`src/verilog/scre_defs.svh`:
```
// Constants for the stack, carry and rotate execution block
`ifndef SCRE_DEFS_SVH
`define SCRE_DEFS_SVH
`define SCRE_OP_PUSH_INC   8'h83
`define SCRE_OP_CLR_CARRY  8'hCF
`define SCRE_OP_EXIT       8'hAF
`define SCRE_OP_ROT_DIR    8'h90
`define SCRE_OP_ROT_IND    8'h91
`define SCRE_CYC_PUSH      4'h8
`define SCRE_CYC_CLR       4'h4
`define SCRE_CYC_EXIT      4'h8
`define SCRE_CYC_ROT       4'h4
`define SCRE_LEN_PUSH      2'h3
`define SCRE_LEN_CLR       2'h1
`define SCRE_LEN_EXIT      2'h1
`define SCRE_LEN_ROT       2'h2
`define SCRE_SP_STEP       16'h0002
`define SCRE_FLAG_C        7
`define SCRE_FLAG_Z        6
`define SCRE_FLAG_S        5
`define SCRE_FLAG_V        4
`endif

```
`src/verilog/scre_pkg.sv`:
```
// Types for the stack, carry and rotate execution block
`default_nettype none
package scre_pkg;
   typedef enum logic [6:0] {
      SCRE_IDLE  = 7'h01,
      SCRE_RD_A  = 7'h02,
      SCRE_RD_B  = 7'h04,
      SCRE_WR    = 7'h08,
      SCRE_WAIT  = 7'h10,
      SCRE_DONE  = 7'h20,
      SCRE_RD_C  = 7'h40
   } scre_state_e;

   typedef enum logic [2:0] {
      SCRE_K_NONE = 3'h0,
      SCRE_K_PUSH = 3'h1,
      SCRE_K_CLR  = 3'h2,
      SCRE_K_EXIT = 3'h3,
      SCRE_K_ROTD = 3'h4,
      SCRE_K_ROTI = 3'h5
   } scre_kind_e;

   typedef struct packed {
      logic [1:0]  rst_sync;
      scre_state_e state;
      scre_kind_e  kind;
      logic [7:0]  a_reg;
      logic [7:0]  b_reg;
      logic [7:0]  ptr;
      logic [7:0]  data;
      logic [3:0]  cyc;
      logic [7:0]  rf_addr;
      logic [7:0]  rf_wdata;
      logic        rf_rd;
      logic        rf_wr;
      logic [15:0] stk_addr;
      logic        stk_rd;
      logic [7:0]  pc_hi;
      logic [15:0] pc;
      logic        pc_load;
      logic [7:0]  flags;
      logic        flags_wr;
      logic        done;
      logic [1:0]  len;
   } scre_state_s;
endpackage
`default_nettype wire
```
`src/verilog/scre_exec.sv`:
```
// Executes the incrementing user push, carry clear, return and rotate left
//
// Local design decisions: strobed register access and the placing of the registers.
`timescale 1ns/1ps
`default_nettype none
`include "scre_defs.svh"
module scre_exec
(
   input  wire logic        i_clk,
   input  wire logic        i_nrst,
   input  wire logic        i_start,
   input  wire logic [7:0]  i_opcode,
   input  wire logic [7:0]  i_operand_a,
   input  wire logic [7:0]  i_operand_b,
   input  wire logic [7:0]  i_rf_rdata,
   input  wire logic [7:0]  i_stk_rdata,
   input  wire logic [15:0] i_sp,
   input  wire logic [7:0]  i_flags,
   output logic             o_busy,
   output logic             o_done,
   output logic [1:0]       o_len,
   output logic             o_illegal,
   output logic [7:0]       o_rf_addr,
   output logic [7:0]       o_rf_wdata,
   output logic             o_rf_rd,
   output logic             o_rf_wr,
   output logic [15:0]      o_stk_addr,
   output logic             o_stk_rd,
   output logic [15:0]      o_sp_next,
   output logic             o_sp_wr,
   output logic [15:0]      o_pc,
   output logic             o_pc_load,
   output logic [7:0]       o_flags,
   output logic             o_flags_wr
);
   import scre_pkg::*;

   scre_state_s r;
   scre_state_s next_r;
   logic        rst_n;

   assign rst_n = r.rst_sync[1];

   function automatic scre_kind_e decode(input logic [7:0] op);
      unique case (op)
         `SCRE_OP_PUSH_INC  : decode = SCRE_K_PUSH;
         `SCRE_OP_CLR_CARRY : decode = SCRE_K_CLR;
         `SCRE_OP_EXIT      : decode = SCRE_K_EXIT;
         `SCRE_OP_ROT_DIR   : decode = SCRE_K_ROTD;
         `SCRE_OP_ROT_IND   : decode = SCRE_K_ROTI;
         default            : decode = SCRE_K_NONE;
      endcase
   endfunction

   function automatic logic [7:0] rotl_flags(input logic [7:0] f, input logic [7:0] v);
      logic [7:0] res;
      logic [7:0] o;
      res = {v[6:0], v[7]};
      o = f;
      o[`SCRE_FLAG_C] = v[7];
      o[`SCRE_FLAG_Z] = (res == 8'h00);
      o[`SCRE_FLAG_S] = res[7];
      o[`SCRE_FLAG_V] = res[7] ^ v[7];
      rotl_flags = o;
   endfunction

   always_comb
   begin
      next_r = r;
      next_r.rst_sync = {r.rst_sync[0], 1'b1};
      next_r.rf_rd    = 1'b0;
      next_r.rf_wr    = 1'b0;
      next_r.stk_rd   = 1'b0;
      next_r.pc_load  = 1'b0;
      next_r.flags_wr = 1'b0;
      next_r.done     = 1'b0;
      if (r.cyc != 4'h0)
      begin
         next_r.cyc = r.cyc - 4'h1;
      end
      unique case (r.state)
         SCRE_IDLE:
         begin
            if (i_start && rst_n)
            begin
               next_r.kind  = decode(i_opcode);
               next_r.a_reg = i_operand_a;
               next_r.b_reg = i_operand_b;
               next_r.state = SCRE_RD_A;
               unique case (decode(i_opcode))
                  SCRE_K_PUSH:
                  begin
                     // Fetch user stack pointer
                     next_r.cyc     = `SCRE_CYC_PUSH - 4'h1;
                     next_r.len     = `SCRE_LEN_PUSH;
                     next_r.rf_addr = i_operand_a;
                     next_r.rf_rd   = 1'b1;
                  end
                  SCRE_K_CLR:
                  begin
                     next_r.cyc   = `SCRE_CYC_CLR - 4'h1;
                     next_r.len   = `SCRE_LEN_CLR;
                     next_r.flags = i_flags;
                     next_r.flags[`SCRE_FLAG_C] = 1'b0;
                     next_r.flags_wr = 1'b1;
                     next_r.state = SCRE_WAIT;
                  end
                  SCRE_K_EXIT:
                  begin
                     next_r.cyc      = `SCRE_CYC_EXIT - 4'h1;
                     next_r.len      = `SCRE_LEN_EXIT;
                     next_r.stk_addr = i_sp;
                     next_r.stk_rd   = 1'b1;
                  end
                  SCRE_K_ROTD, SCRE_K_ROTI:
                  begin
                     next_r.cyc     = `SCRE_CYC_ROT - 4'h1;
                     next_r.len     = `SCRE_LEN_ROT;
                     next_r.rf_addr = i_operand_a;
                     next_r.rf_rd   = 1'b1;
                  end
                  default:
                  begin
                     next_r.cyc   = 4'h0;
                     next_r.len   = 2'h1;
                     next_r.state = SCRE_DONE;
                  end
               endcase
            end
         end
         SCRE_RD_A:
         begin
            unique case (r.kind)
               SCRE_K_PUSH:
               begin
                  next_r.ptr      = i_rf_rdata + 8'h01;
                  next_r.rf_addr  = r.a_reg;
                  next_r.rf_wdata = i_rf_rdata + 8'h01;
                  next_r.rf_wr    = 1'b1;
                  next_r.state    = SCRE_RD_B;
               end
               SCRE_K_EXIT:
               begin
                  next_r.pc_hi    = i_stk_rdata;
                  next_r.stk_addr = r.stk_addr + 16'h0001;
                  next_r.stk_rd   = 1'b1;
                  next_r.state    = SCRE_RD_B;
               end
               SCRE_K_ROTI:
               begin
                  // Indirect: fetched byte is the target address
                  next_r.ptr     = i_rf_rdata;
                  next_r.rf_addr = i_rf_rdata;
                  next_r.rf_rd   = 1'b1;
                  next_r.state   = SCRE_RD_C;
               end
               default:
               begin
                  next_r.data  = i_rf_rdata;
                  next_r.ptr   = r.a_reg;
                  next_r.state = SCRE_WR;
               end
            endcase
         end
         SCRE_RD_C:
         begin
            if (r.kind == SCRE_K_ROTI)
            begin
               // Pointed byte is rotated and written back at once
               next_r.rf_addr  = r.ptr;
               next_r.rf_wdata = {i_rf_rdata[6:0], i_rf_rdata[7]};
               next_r.flags    = rotl_flags(i_flags, i_rf_rdata);
               next_r.flags_wr = 1'b1;
               next_r.rf_wr    = 1'b1;
               next_r.state    = SCRE_WAIT;
            end
            else
            begin
               next_r.data  = i_rf_rdata;
               next_r.state = SCRE_WR;
            end
         end
         SCRE_RD_B:
         begin
            if (r.kind == SCRE_K_PUSH)
            begin
               next_r.rf_addr = r.b_reg;
               next_r.rf_rd   = 1'b1;
               next_r.state   = SCRE_RD_C;
               next_r.kind    = SCRE_K_PUSH;
            end
            else
            begin
               next_r.pc      = {r.pc_hi, i_stk_rdata};
               next_r.pc_load = 1'b1;
               next_r.state   = SCRE_WAIT;
            end
         end
         SCRE_WR:
         begin
            if (r.kind == SCRE_K_PUSH)
            begin
               next_r.rf_addr  = r.ptr;
               next_r.rf_wdata = r.data;
            end
            else
            begin
               next_r.rf_addr  = r.ptr;
               next_r.rf_wdata = {r.data[6:0], r.data[7]};
               next_r.flags    = rotl_flags(i_flags, r.data);
               next_r.flags_wr = 1'b1;
            end
            next_r.rf_wr = 1'b1;
            next_r.state = SCRE_WAIT;
         end
         SCRE_WAIT:
         begin
            if (r.cyc <= 4'h1)
            begin
               // Finish pulse stands in the last counted cycle
               next_r.done  = 1'b1;
               next_r.state = SCRE_IDLE;
            end
         end
         SCRE_DONE:
         begin
            next_r.done  = 1'b1;
            next_r.state = SCRE_IDLE;
         end
         default:
         begin
            next_r.state = SCRE_IDLE;
         end
      endcase
   end

   always_ff @(posedge i_clk or negedge i_nrst)
   begin
      if (!i_nrst)
      begin
         r       <= '0;
         r.state <= SCRE_IDLE;
      end
      else
      begin
         r <= next_r;
      end
   end

   assign o_busy     = (r.state != SCRE_IDLE);
   assign o_done     = r.done;
   assign o_len      = r.len;
   assign o_illegal  = r.done && (r.kind == SCRE_K_NONE);
   assign o_rf_addr  = r.rf_addr;
   assign o_rf_wdata = r.rf_wdata;
   assign o_rf_rd    = r.rf_rd;
   assign o_rf_wr    = r.rf_wr;
   assign o_stk_addr = r.stk_addr;
   assign o_stk_rd   = r.stk_rd;
   assign o_sp_next  = r.stk_addr - 16'h0001 + `SCRE_SP_STEP;
   assign o_sp_wr    = r.pc_load;
   assign o_pc       = r.pc;
   assign o_pc_load  = r.pc_load;
   assign o_flags    = r.flags;
   assign o_flags_wr = r.flags_wr;
endmodule
`default_nettype wire

```
`config.mk`:
```
export PLATFORM = sky130hd
export DESIGN_NAME = scre_exec
export DESIGN_NICKNAME = d
export VERILOG_FILES = /design/src/verilog/scre_pkg.sv /design/src/verilog/scre_exec.sv
export VERILOG_INCLUDE_DIRS = /design/src /design/src/verilog
export SDC_FILE = /design/constraint.sdc
export NUM_CORES = 1
export LEC_CHECK = 0
export BUFFER_PORTS_ARGS = -buffer_cell sky130_fd_sc_hd__buf_2
export CAP_MARGIN = 25
export CORE_ASPECT_RATIO = 1.1
export CORE_MARGIN = 2
export CORE_UTILIZATION = 50
export CTS_CLUSTER_SIZE = 24
export DETAILED_ROUTE_END_ITERATION = 8
export PLACE_DENSITY_LB_ADDON = 0.25
export SLEW_MARGIN = 10
export SYNTH_ARGS = -nofsm -noshare
export SYNTH_HDL_FRONTEND = slang
export SYNTH_SLANG_ARGS = --single-unit
```
`constraint.sdc`:
```
create_clock -name i_clk -period 2.1 [get_ports i_clk]
set_input_delay 0 -clock i_clk [delete_from_list [all_inputs] [get_ports i_clk]]
set_output_delay 0 -clock i_clk [all_outputs]
set_load 0.02 [all_outputs]
```
==> results of run 1 <==
==> area by class of cell <==
cell class | count | area [um^2]
fill | 1046 | 4430
multi-input combinational | 490 | 3090
sequential | 120 | 3010
timing repair buffer | 256 | 1750
clock buffer | 17 | 425
tap | 161 | 201
clock inverter | 15 | 155
inverter | 12 | 45.0
==> worst min-delay path: cells and delay by family <==
kind                   cells  cell delay (ns)
AOI/OAI and AO/OA          1             0.10
buffers and inverters      1             0.12
and+or+nand+nor            1             0.18
==> metrics by stage <==
stage | setup TNS (ns) | power [W] | cell area, um^2 | std cells | worst slack (ns)
floorplan | 0 | 0.00403 | 6680 | 719 | 0.00983
global placement | 0 | 0.00444 | 7400 | 974 | 0.0515
detailed placement | -0.00839 | 0.00451 | 7400 | 974 | -0.00839
CTS | 0 | 0.00744 | 8590 | 1067 | 0.00217
global route | -1.18 | 0.00781 | 8680 | 1071 | -0.0918
finish | -0.0194 | 0.00746 | 8680 | 1071 | -0.0194
==> power breakdown <==
| part | switching (W) | internal [W] |
|---|---|---|
| Sequential | 0.000283 | 0.00265 |
| Combinational | 0.000912 | 0.000783 |
| Clock | 0.00108 | 0.00174 |
==> sequential cells by signal, indices dropped and copies added, names as in the netlist <==
register / flops
next_r: 1
o_done: 1
o_flags: 8
o_flags_wr: 1
o_len: 2
o_pc: 16
o_pc_load: 1
o_rf_addr: 8
o_rf_rd: 1
o_rf_wdata: 8
o_rf_wr: 1
o_stk_addr: 16
o_stk_rd: 1
r: 55
==> layout by cell type (no fill, tap or decap), types with 4 or more instances in the layout <==
master         instances
o31ai_1                4
a21oi_1               24
a222oi_1               5
nand3_1               24
nand2_1              160
mux2_2                20
nand4_1                6
dlygate4sd3_1         58
buf_12                 4
xnor2_1               17
nor2b_1                4
mux2i_1               16
nor3_1                12
a21o_1                 6
nor2_1                47
xor2_1                19
a22o_1                 4
dfrtp_1              116
inv_1                 11
buf_2                147
o22ai_1                4
ha_1                   4
clkinvlp_4             6
clkbuf_16             17
buf_4                 47
nor4_1                 5
o21ai_0               25
and3_1                 6
a221o_1               13
==> synth_stat cells, types with 3 or more instances <==
cell,number
nor2b_1,4
nor3_1,15
mux2i_1,16
mux2_2,23
nor4_1,5
o31ai_1,4
nand2b_1,4
nand4_1,6
a21oi_1,24
o22ai_1,4
a222oi_1,5
xor2_1,19
nand2_1,160
clkbuf_1,19
buf_2,11
ha_1,5
buf_4,61
o211ai_1,3
inv_1,11
and3_1,6
buf_1,7
a22o_1,4
dfrtp_1,119
xnor2_1,17
a221o_1,13
a22oi_1,3
nand3_1,24
o21ai_0,26
nor2_1,47
and4_1,3
nor4b_1,3
a21o_1,6
==> logic make-up (layout without fill, tap and decap cells) <==
group / count (synthesis) / in the layout / share of synthesized area [%]
muxes: 41 / 41 / 6.61
AOI/OAI and AO/OA: 106 / 107 / 11.3
buffers and inverters: 110 / 300 / 9.81
xor gates and xnor gates: 36 / 36 / 4.72
adders and majority gates: 5 / 5 / 0.936
DFF: 120 / 120 / 45.0
other: 1 / 1 / 0.0561
and+or+nand+nor: 300 / 300 / 21.6
==> how the worst max path moves through the flow <==
stage	startpoint	endpoint	slack, ns	depth (start not counted)
finish	r[112]$_DFFE_PN0P_	o_rf_addr[4]$_DFFE_PN0P_	-0.02	6
global placement	r[116]$_DFFE_PN0P_	o_rf_addr[4]$_DFFE_PN0P_	0.05	6
CTS	o_stk_addr[0]$_DFFE_PN0P_	o_sp_next[14]	0.002	6
detailed placement	r[116]$_DFFE_PN0P_	o_rf_addr[7]$_DFFE_PN0P_	-0.008	6
global route	r[112]$_DFFE_PN0P_	o_rf_addr[4]$_DFFE_PN0P_	-0.09	6
floorplan	r[110]$_DFFE_PN0P_	o_rf_addr[0]$_DFFE_PN0P_	0.01	7
==> repair_timing <==
item                       4_1_cts  5_1_grt
pin swaps                        2        2
gates cloned                     0        1
setup buffers                    3        3
resized for setup                6       12
hold buffers                    58        0
setup endpoints to repair        4       51
hold endpoints to repair       192        0
==> metal layers <==
metal  share of wire (%)  global-route usage (%)
met5                   0                       0
met4                 1.9                    10.4
met3                 4.4                    5.04
met2                  51                    42.1
met1                  43                    30.3
==> results.py, run 1 <==
metrics = {
    "status": {
        "outcome": "finished with violations",
        "violations": "negative setup slack",
    },
    "cts": {
        "cts_tree": "done",
        "clk_latency_ns": 0.41,
        "htreeDepth": 4,
        "clock_sinks": 120,
        "clk_path_buf_depth": 2,
        "cts_inserted_buffers": 17,
        "clkTransAtPathRegs_ns": 0.06,
        "clockRootBuffer": "clkbuf_16",
    },
    "synthesis": {
        "yosys.area.top_type": "dfrtp_1",
        "syn_nets": 791,
        "syn_avg_cell_area_um2": 9.29,
        "async_flop_share_pct": 100,
        "synth-edff-count": 0,
        "synth_top_area_share_pct": 44.6,
        "synthFlopType": "dfrtp_1",
        "synth_seq_cells": 120,
        "yosys-top-cells-area": "dfrtp_1 45%, nand2_1 9.0%, buf_4 6.9%",
        "synth.distinct_cells": 64,
        "yosys_warnings": 0,
        "synth.cell_area_um2": 6680,
        "syn_inst": 719,
        "yosysSeqAreaShare_pct": 45.0,
    },
    "floorplanning": {
        "fp.dieH_um": 125,
        "initial_core_util_pct": 51.0,
        "core-area_um2": 13100,
        "ios": 150,
        "fp-row-count": 44,
        "dieArea_um2": 14300,
        "die_x_um": 114,
    },
    "sta": {
        "min_period_over_period_pct": 101,
        "worst_slew_pin_slew_ns": 0.568,
        "skew_ns": 0.00626,
        "rsz0062_at_grt": "true",
        "period_minus_slack_ns": 2.12,
        "finalSetupViolCount": 1,
        "timing.final.ws_setup_ns": -0.0194,
        "finalHoldWorstSlack_ns": 0.0320,
        "fmax_mhz": 472,
        "slew_headroom_pct": 62.0,
        "maxSlewViolCount": 0,
        "hold_viol": 0,
    },
    "route": {
        "routed_via_density": 5.46,
        "drt_wl_total_um": 17200,
        "route.detailed.drc": 0,
        "ant_nets": 0,
        "vias": 5852,
        "wl_per_cell_um": 16.0,
        "first_pass_iters": 5,
        "drt_iter0_markers": 464,
    },
    "worst_setup_path": {
        "path_class": "reg2reg",
        "required_ns": 2.40,
        "reg2regPathDepth": 6,
        "cp_slowest_cell": "dfrtp_1",
        "crit_path_max_incr_delay_ns": 0.42,
        "worst-path-buf-inv": 1,
        "r2r-end": "o_rf_addr[4]$_DFFE_PN0P_",
        "rrSetupSlack_ns": -0.02,
        "endpoint_kind": "flop",
        "critPathLaunchType": "flop",
        "rr_startpoint": "r[112]$_DFFE_PN0P_",
        "cp.arrival_ns": 2.42,
        "crit_chain": "nor4_4 -> buf_4 -> nand3b_1 -> and4b_2 -> a221o_1 -> mux2_4",
        "crit_family": "simple AND/OR/NAND/NOR gates",
        "worst-path-max-fanout": 8,
    },
    "pwr": {
        "p_per_area_nw_per_um2": 860,
        "irDropWorstVdd_mv": 0.442,
        "p_leak_nw": 4.18,
    },
    "finish": {
        "drive_above_1_share_pct": 31.3,
        "diodes": 0,
        "area_growth_pct": 29.9,
        "post-route-util_pct": 66.2,
        "nNetsFinal": 969,
    },
    "hold_path": {
        "hold_path.startpoint": "i_opcode[1]",
        "hold_path_depth": 3,
        "whs_endpoint": "r[110]$_DFFE_PN0P_",
        "worstHoldPathType": "in2reg",
    },
    "run": {
        "max_cap_viol_count": 0,
    },
    "grt": {
        "grt_pass1_vias": 5839,
        "antenna_found_initial": 0,
        "grt_overflow": 0,
        "grt_pass1_wl_um": 28000,
        "track_usage_pct": 24.7,
        "grt_max_degree": 45,
    },
    "placed_design": {
        "gp_congestion": 0.891,
        "dpl.hpwl_um": 11900,
        "port_buffers": 148,
    },
}
(Power assumes the default switching activity.)
==> inputs of run 2 (changes only) <==
--- a/config.mk
+++ b/config.mk
@@ -11,9 +11,9 @@
 export CORE_ASPECT_RATIO = 1.1
 export CORE_MARGIN = 2
 export CORE_UTILIZATION = 50
-export CTS_CLUSTER_SIZE = 24
 export DETAILED_ROUTE_END_ITERATION = 8
 export PLACE_DENSITY_LB_ADDON = 0.25
+export RECOVER_POWER = 100
 export SLEW_MARGIN = 10
 export SYNTH_ARGS = -nofsm -noshare
 export SYNTH_HDL_FRONTEND = slang
==> run 2 against run 1 <==
Against the previous run: the run still ends with negative setup slack left; highest routed layer unchanged; die area stayed put; core utilization shrank 0.93 points; non-clock buffer count is the same; clock-buffer cell count did not move; hold slack barely moved; worst setup slack gained 0.0021 ns; flip-flop and latch count stayed put.
==> results.py, run 2 (synthesized netlist as in run 1, its figures left out) <==
metrics = {
    "sta": {
        "min_period_over_period_pct": 101,
        "maxSlewViolCount": 0,
        "slew_headroom_pct": 28.0,
        "skew_ns": 0.00570,
        "period_minus_slack_ns": 2.12,
        "timing.final.ws_setup_ns": -0.0174,
        "rsz0062_at_grt": "true",
        "hold_viol": 0,
        "finalSetupViolCount": 1,
        "worst_slew_pin_slew_ns": 1.08,
        "fmax_mhz": 472,
    },
    "finish": {
        "final_area_um2": 8550,
        "drive_above_1_share_pct": 23.5,
        "fillers": 1101,
        "largest_reg_flops": 55,
        "diodes": 0,
        "final_cell_mix": "160 x nand2_1, 117 x dfrtp_1, 78 x buf_2",
        "largest-register": "r",
        "area_growth_pct": 28.0,
        "nNetsFinal": 969,
        "mostFrequentLayoutCell": "nand2_1",
        "post-route-util_pct": 65.3,
    },
    "floorplanning": {
        "ios": 150,
        "fp-row-count": 44,
        "dieArea_um2": 14300,
        "initial_core_util_pct": 51.0,
        "core-area_um2": 13100,
        "die_x_um": 114,
        "fp.dieH_um": 125,
    },
    "pwr": {
        "internal_power_w": 0.00514,
        "p_comb_share_pct": 22.4,
        "p_sw_share_pct": 30.7,
        "p_seq_share_pct": 39.6,
        "p_sw_w": 0.00228,
        "p_leak_nw": 3.97,
        "p_per_area_nw_per_um2": 868,
        "p_clk_share_pct": 38.0,
        "irDropWorstVdd_mv": 0.440,
    },
    "worst_setup_path": {
        "cp.arrival_ns": 2.41,
        "worst-path-buf-inv": 1,
        "reg2regPathDepth": 6,
        "r2r-end": "o_rf_addr[4]$_DFFE_PN0P_",
        "cp_slowest_cell": "dfrtp_1",
        "endpoint_kind": "flop",
        "critPathLaunchType": "flop",
        "rrSetupSlack_ns": -0.02,
        "crit_path_max_incr_delay_ns": 0.42,
        "required_ns": 2.40,
        "worst-path-max-fanout": 8,
        "rr_startpoint": "r[112]$_DFFE_PN0P_",
        "crit_chain": "nor4_4 -> buf_4 -> nand3b_1 -> and4b_2 -> a221o_1 -> mux2_4",
        "path_class": "reg2reg",
        "crit_family": "simple AND/OR/NAND/NOR gates",
    },
    "placed_design": {
        "port_buffers": 148,
        "gp_congestion": 0.891,
        "dpl.hpwl_um": 11900,
        "placed_cell_area_um2": 7400,
    },
    "cts": {
        "clk_latency_ns": 0.41,
        "htreeDepth": 4,
        "clk_path_buf_depth": 2,
        "clock_sinks": 120,
        "clockRootBuffer": "clkbuf_16",
        "cts_tree": "done",
        "clkTransAtPathRegs_ns": 0.06,
        "cts_inserted_buffers": 17,
    },
    "route": {
        "route.detailed.drc": 0,
        "wl_per_cell_um": 16.2,
        "first_pass_iters": 7,
        "ant_nets": 0,
        "routed_via_density": 5.49,
        "drt_iter0_markers": 441,
        "drt_wl_total_um": 17300,
        "vias": 5878,
    },
    "hold_path": {
        "whs_endpoint": "r[110]$_DFFE_PN0P_",
        "hold_path.startpoint": "i_opcode[1]",
        "worstHoldPathType": "in2reg",
        "hold_path_depth": 3,
    },
    "status": {
        "violations": "negative setup slack",
        "outcome": "finished with violations",
    },
    "grt": {
        "grt_pass1_vias": 5839,
        "antenna_found_initial": 0,
        "grt_pass1_wl_um": 28000,
        "grt_max_degree": 45,
        "grt_overflow": 0,
        "track_usage_pct": 24.7,
    },
    "run": {
        "max_cap_viol_count": 0,
    },
}
==> run 2: cell count changes in the layout (fill, tap and decap cells not counted), sizes merged <==
| cell | delta |
|---|---|
| buf | -77 |
| clkbuf | +77 |
==> run 2: worst max-delay path by stage <==
| stage | startpoint | cells past startpoint | slack, ns | endpoint |
|---|---|---|---|---|
| 2_1_floorplan | r[110]$_DFFE_PN0P_ | 7 | 0.01 | o_rf_addr[0]$_DFFE_PN0P_ |
| 3_3_place_gp | r[116]$_DFFE_PN0P_ | 6 | 0.05 | o_rf_addr[4]$_DFFE_PN0P_ |
| 3_5_place_dp | r[116]$_DFFE_PN0P_ | 6 | -0.008 | o_rf_addr[7]$_DFFE_PN0P_ |
| 4_1_cts | o_stk_addr[0]$_DFFE_PN0P_ | 6 | 0.002 | o_sp_next[14] |
| 5_1_grt | r[112]$_DFFE_PN0P_ | 6 | -0.09 | o_rf_addr[4]$_DFFE_PN0P_ |
| 6_report | r[112]$_DFFE_PN0P_ | 6 | -0.02 | o_rf_addr[4]$_DFFE_PN0P_ |
==> run 2: metal layers <==
layer / GRT usage [%] / wire (um)
met3: 5.04 / 748
met5: 0 / 0
met4: 10.4 / 386
met1: 30.3 / 7490
met2: 42.1 / 8690
==> run 2: final cells by class <==
type                       instances  area [um^2]  area share, %
tap                              161          201           2.35
inverter                          12         45.0          0.527
multi-input combinational        490         3090           36.1
clock buffer                      17          425           4.97
sequential                       120         3010           35.1
timing repair buffer             256         1630           19.0
clock inverter                    15          155           1.81
==> run 2: what timing repair did <==
action                     4_1_cts  5_1_grt
setup endpoints to repair        4       51
resized for setup                6       12
hold endpoints to repair       192        0
hold buffers                    58        0
pin swaps                        2        2
cloned                           0        1
buffers inserted                 3        3
==> run 2: power by group through the flow <==
stage,sequential [W],clock (W),combinational [W]
6_report,0.00294,0.00282,0.00166
5_1_grt,0.00298,0.00297,0.00183
4_1_cts,0.00292,0.00287,0.00164
3_5_place_dp,0.00295,0,0.00155
3_3_place_gp,0.00294,0,0.00150
2_1_floorplan,0.00287,0,0.00116
==> run 2: through the flow <==
stage	power [W]	hold slack (ns)	setup WS [ns]	instances	TNS, ns
after floorplan	0.00403	-0.296	0.00983	719	0
after global placement	0.00444	-0.0227	0.0515	974	0
after detailed placement	0.00451	-0.0201	-0.00839	974	-0.00839
after CTS	0.00744	0.0233	0.00217	1067	0
after global routing	0.00777	0.0472	-0.0918	1071	-3.55
final	0.00742	0.0317	-0.0174	1071	-0.0174
==> run 2: tightest hold or removal path: cells and delay by family <==
kind | cells | cell delay [ns]
simple gates | 1 | 0.18
buf+inv | 1 | 0.12
compound gates | 1 | 0.10
==> inputs of run 3 (changes only) <==
--- a/config.mk
+++ b/config.mk
@@ -12,6 +12,7 @@
 export CORE_MARGIN = 2
 export CORE_UTILIZATION = 50
 export DETAILED_ROUTE_END_ITERATION = 8
+export HOLD_SLACK_MARGIN = 0.1
 export PLACE_DENSITY_LB_ADDON = 0.25
 export RECOVER_POWER = 100
 export SLEW_MARGIN = 10
==> run 3 against run 2 <==
Against the previous run: the run still ends with negative setup slack left; clock-buffer cell count is the same; global-route usage grew 0.30 points; core utilization grew 0.61 points; register-to-register slack is essentially flat; flip-flop and latch count is the same; sequential power is essentially flat; routed wire length grew 1.1%; die area is the same; clock skew shrank 0.00056 ns.
==> results.py, run 3 (synthesized netlist as in run 1, its figures left out) <==
metrics = {
    "floorplanning": {
        "ios": 150,
        "fp-row-count": 44,
        "die_x_um": 114,
        "core-area_um2": 13100,
        "initial_core_util_pct": 51.0,
        "dieArea_um2": 14300,
        "fp.dieH_um": 125,
    },
    "worst_setup_path": {
        "path_class": "reg2reg",
        "reg2regPathDepth": 6,
        "startpoint": "r[112]$_DFFE_PN0P_",
        "cp.arrival_ns": 2.42,
        "rr_startpoint": "r[112]$_DFFE_PN0P_",
        "r2r-end": "o_rf_addr[4]$_DFFE_PN0P_",
        "endpoint_kind": "flop",
        "endpoint": "o_rf_addr[4]$_DFFE_PN0P_",
        "worst-path-max-fanout": 8,
        "rrSetupSlack_ns": -0.02,
        "critPathLaunchType": "flop",
        "required_ns": 2.40,
    },
    "status": {
        "violations": "negative setup slack",
        "outcome": "finished with violations",
    },
    "cts": {
        "clkTransAtPathRegs_ns": 0.06,
        "cts_tree": "done",
        "clk_path_buf_depth": 2,
        "clk_latency_ns": 0.42,
        "cts_inserted_buffers": 17,
        "htreeDepth": 4,
        "clockRootBuffer": "clkbuf_16",
        "clock_sinks": 120,
    },
    "route": {
        "routed_via_density": 5.52,
        "first_pass_iters": 7,
        "vias": 5954,
        "route.detailed.drc": 0,
        "ant_nets": 0,
        "wl_per_cell_um": 16.2,
        "drt_wl_total_um": 17500,
        "drt_iter0_markers": 463,
    },
    "finish": {
        "diodes": 0,
        "mostFrequentLayoutCell": "nand2_1",
        "area_growth_pct": 29.2,
        "fillers": 1091,
        "finalNonFillerCells": 1079,
        "final_cell_mix": "160 x nand2_1, 117 x dfrtp_1, 78 x buf_2",
        "nNetsFinal": 977,
        "drive_above_1_share_pct": 23.1,
        "largest_reg_flops": 55,
        "largest-register": "r",
    },
    "sta": {
        "rsz0062_at_grt": "true",
        "worst_slew_pin_slew_ns": 1.44,
        "slew_headroom_pct": 3.82,
        "fin_tns_setup_ns": -0.0180,
        "timing.final.ws_setup_ns": -0.0180,
        "finalSetupViolCount": 1,
        "maxSlewViolCount": 0,
        "skew_ns": 0.00514,
        "fmax_mhz": 472,
        "min_period_over_period_pct": 101,
        "period_minus_slack_ns": 2.12,
        "hold_viol": 0,
        "finalHoldWorstSlack_ns": 0.134,
    },
    "pwr": {
        "p_per_area_nw_per_um2": 862,
        "p_leak_nw": 4.00,
        "internal_power_w": 0.00515,
        "p_sw_share_pct": 30.8,
        "p_sw_w": 0.00229,
        "p_clk_share_pct": 38.0,
        "p_comb_share_pct": 22.5,
        "p_seq_share_pct": 39.5,
        "total_power_w": 0.00744,
        "irDropWorstVdd_mv": 0.442,
    },
    "grt": {
        "track_usage_pct": 25.0,
        "grt_pass1_wl_um": 28300,
        "antenna_found_initial": 0,
        "grt_pass1_vias": 5890,
        "grt_max_degree": 45,
        "grt_overflow": 0,
    },
    "placed_design": {
        "place_inst": 974,
        "dpl.hpwl_um": 11900,
        "gp_congestion": 0.891,
        "port_buffers": 148,
    },
    "hold_path": {
        "worstHoldPathType": "in2reg",
    },
    "run": {
        "max_cap_viol_count": 0,
    },
}
==> run 3: through the flow <==
step / cell area, um^2 / worst slack (ns) / util (%)
floorplan: 6680 / 0.00983 / -
global placement: 7400 / 0.0515 / 56.4
detailed placement: 7400 / -0.00839 / 56.4
CTS: 8680 / 0.00217 / 66.3
global route: 8630 / -0.0918 / 65.9
finish: 8630 / -0.0180 / 65.9
==> run 3: cell type report <==
class	instances	area, um^2	share of cell area, %
clock inverter	15	155	1.80
clock buffer	17	425	4.93
sequential	120	3010	34.8
tap	161	201	2.33
multi-input combinational	490	3090	35.8
inverter	12	45.0	0.522
timing repair buffer	264	1710	19.8
==> run 3: power groups by stage <==
stage               clock network [W]  logic [W]  registers [W]
floorplan                           0    0.00116        0.00287
global placement                    0    0.00150        0.00294
detailed placement                  0    0.00155        0.00295
CTS                           0.00287    0.00166        0.00292
global route                  0.00297    0.00184        0.00298
finish                        0.00283    0.00167        0.00294
==> run 3: critical path, stage by stage (launching register included) <==
cell	delay [ns]
dfrtp_1	0.42
nor4_4	0.37
buf_4	0.20
nand3b_1	0.09
and4b_2	0.29
a221o_1	0.33
mux2_4	0.28
==> run 3: timing repair <==
item | in CTS | in global routing
endpoints found under the hold margin | 202 | 0
setup endpoints to repair | 4 | 50
gates resized for setup | 6 | 12
hold buffers | 66 | 0
cloned | 0 | 1
setup buffers | 3 | 3
pin swaps | 2 | 3
==> run 3: how the worst min path moves through the flow <==
| stage | from | to | slack (ns) | cells after the start |
|---|---|---|---|---|
| floorplan | i_nrst | next_r[119]$_DFF_PN0_ | -0.30 | 0 |
| finish | i_opcode[7] | r[110]$_DFFE_PN0P_ | 0.13 | 4 |
| CTS | i_opcode[7] | r[110]$_DFFE_PN0P_ | 0.12 | 4 |
| global placement | i_nrst | o_stk_addr[1]$_DFFE_PN0P_ | -0.02 | 1 |
| detailed placement | i_nrst | o_stk_rd$_DFF_PN0_ | -0.02 | 1 |
| global route | i_opcode[7] | r[110]$_DFFE_PN0P_ | 0.16 | 4 |
==> run 3: routing by layer <==
metal	track usage (%)	routed length, um	vias up
li1	-	-	2805
met1	30.8	7520	2885
met2	42.4	8740	225
met3	5.04	827	39
met4	10.7	408	0
met5	0	0	-
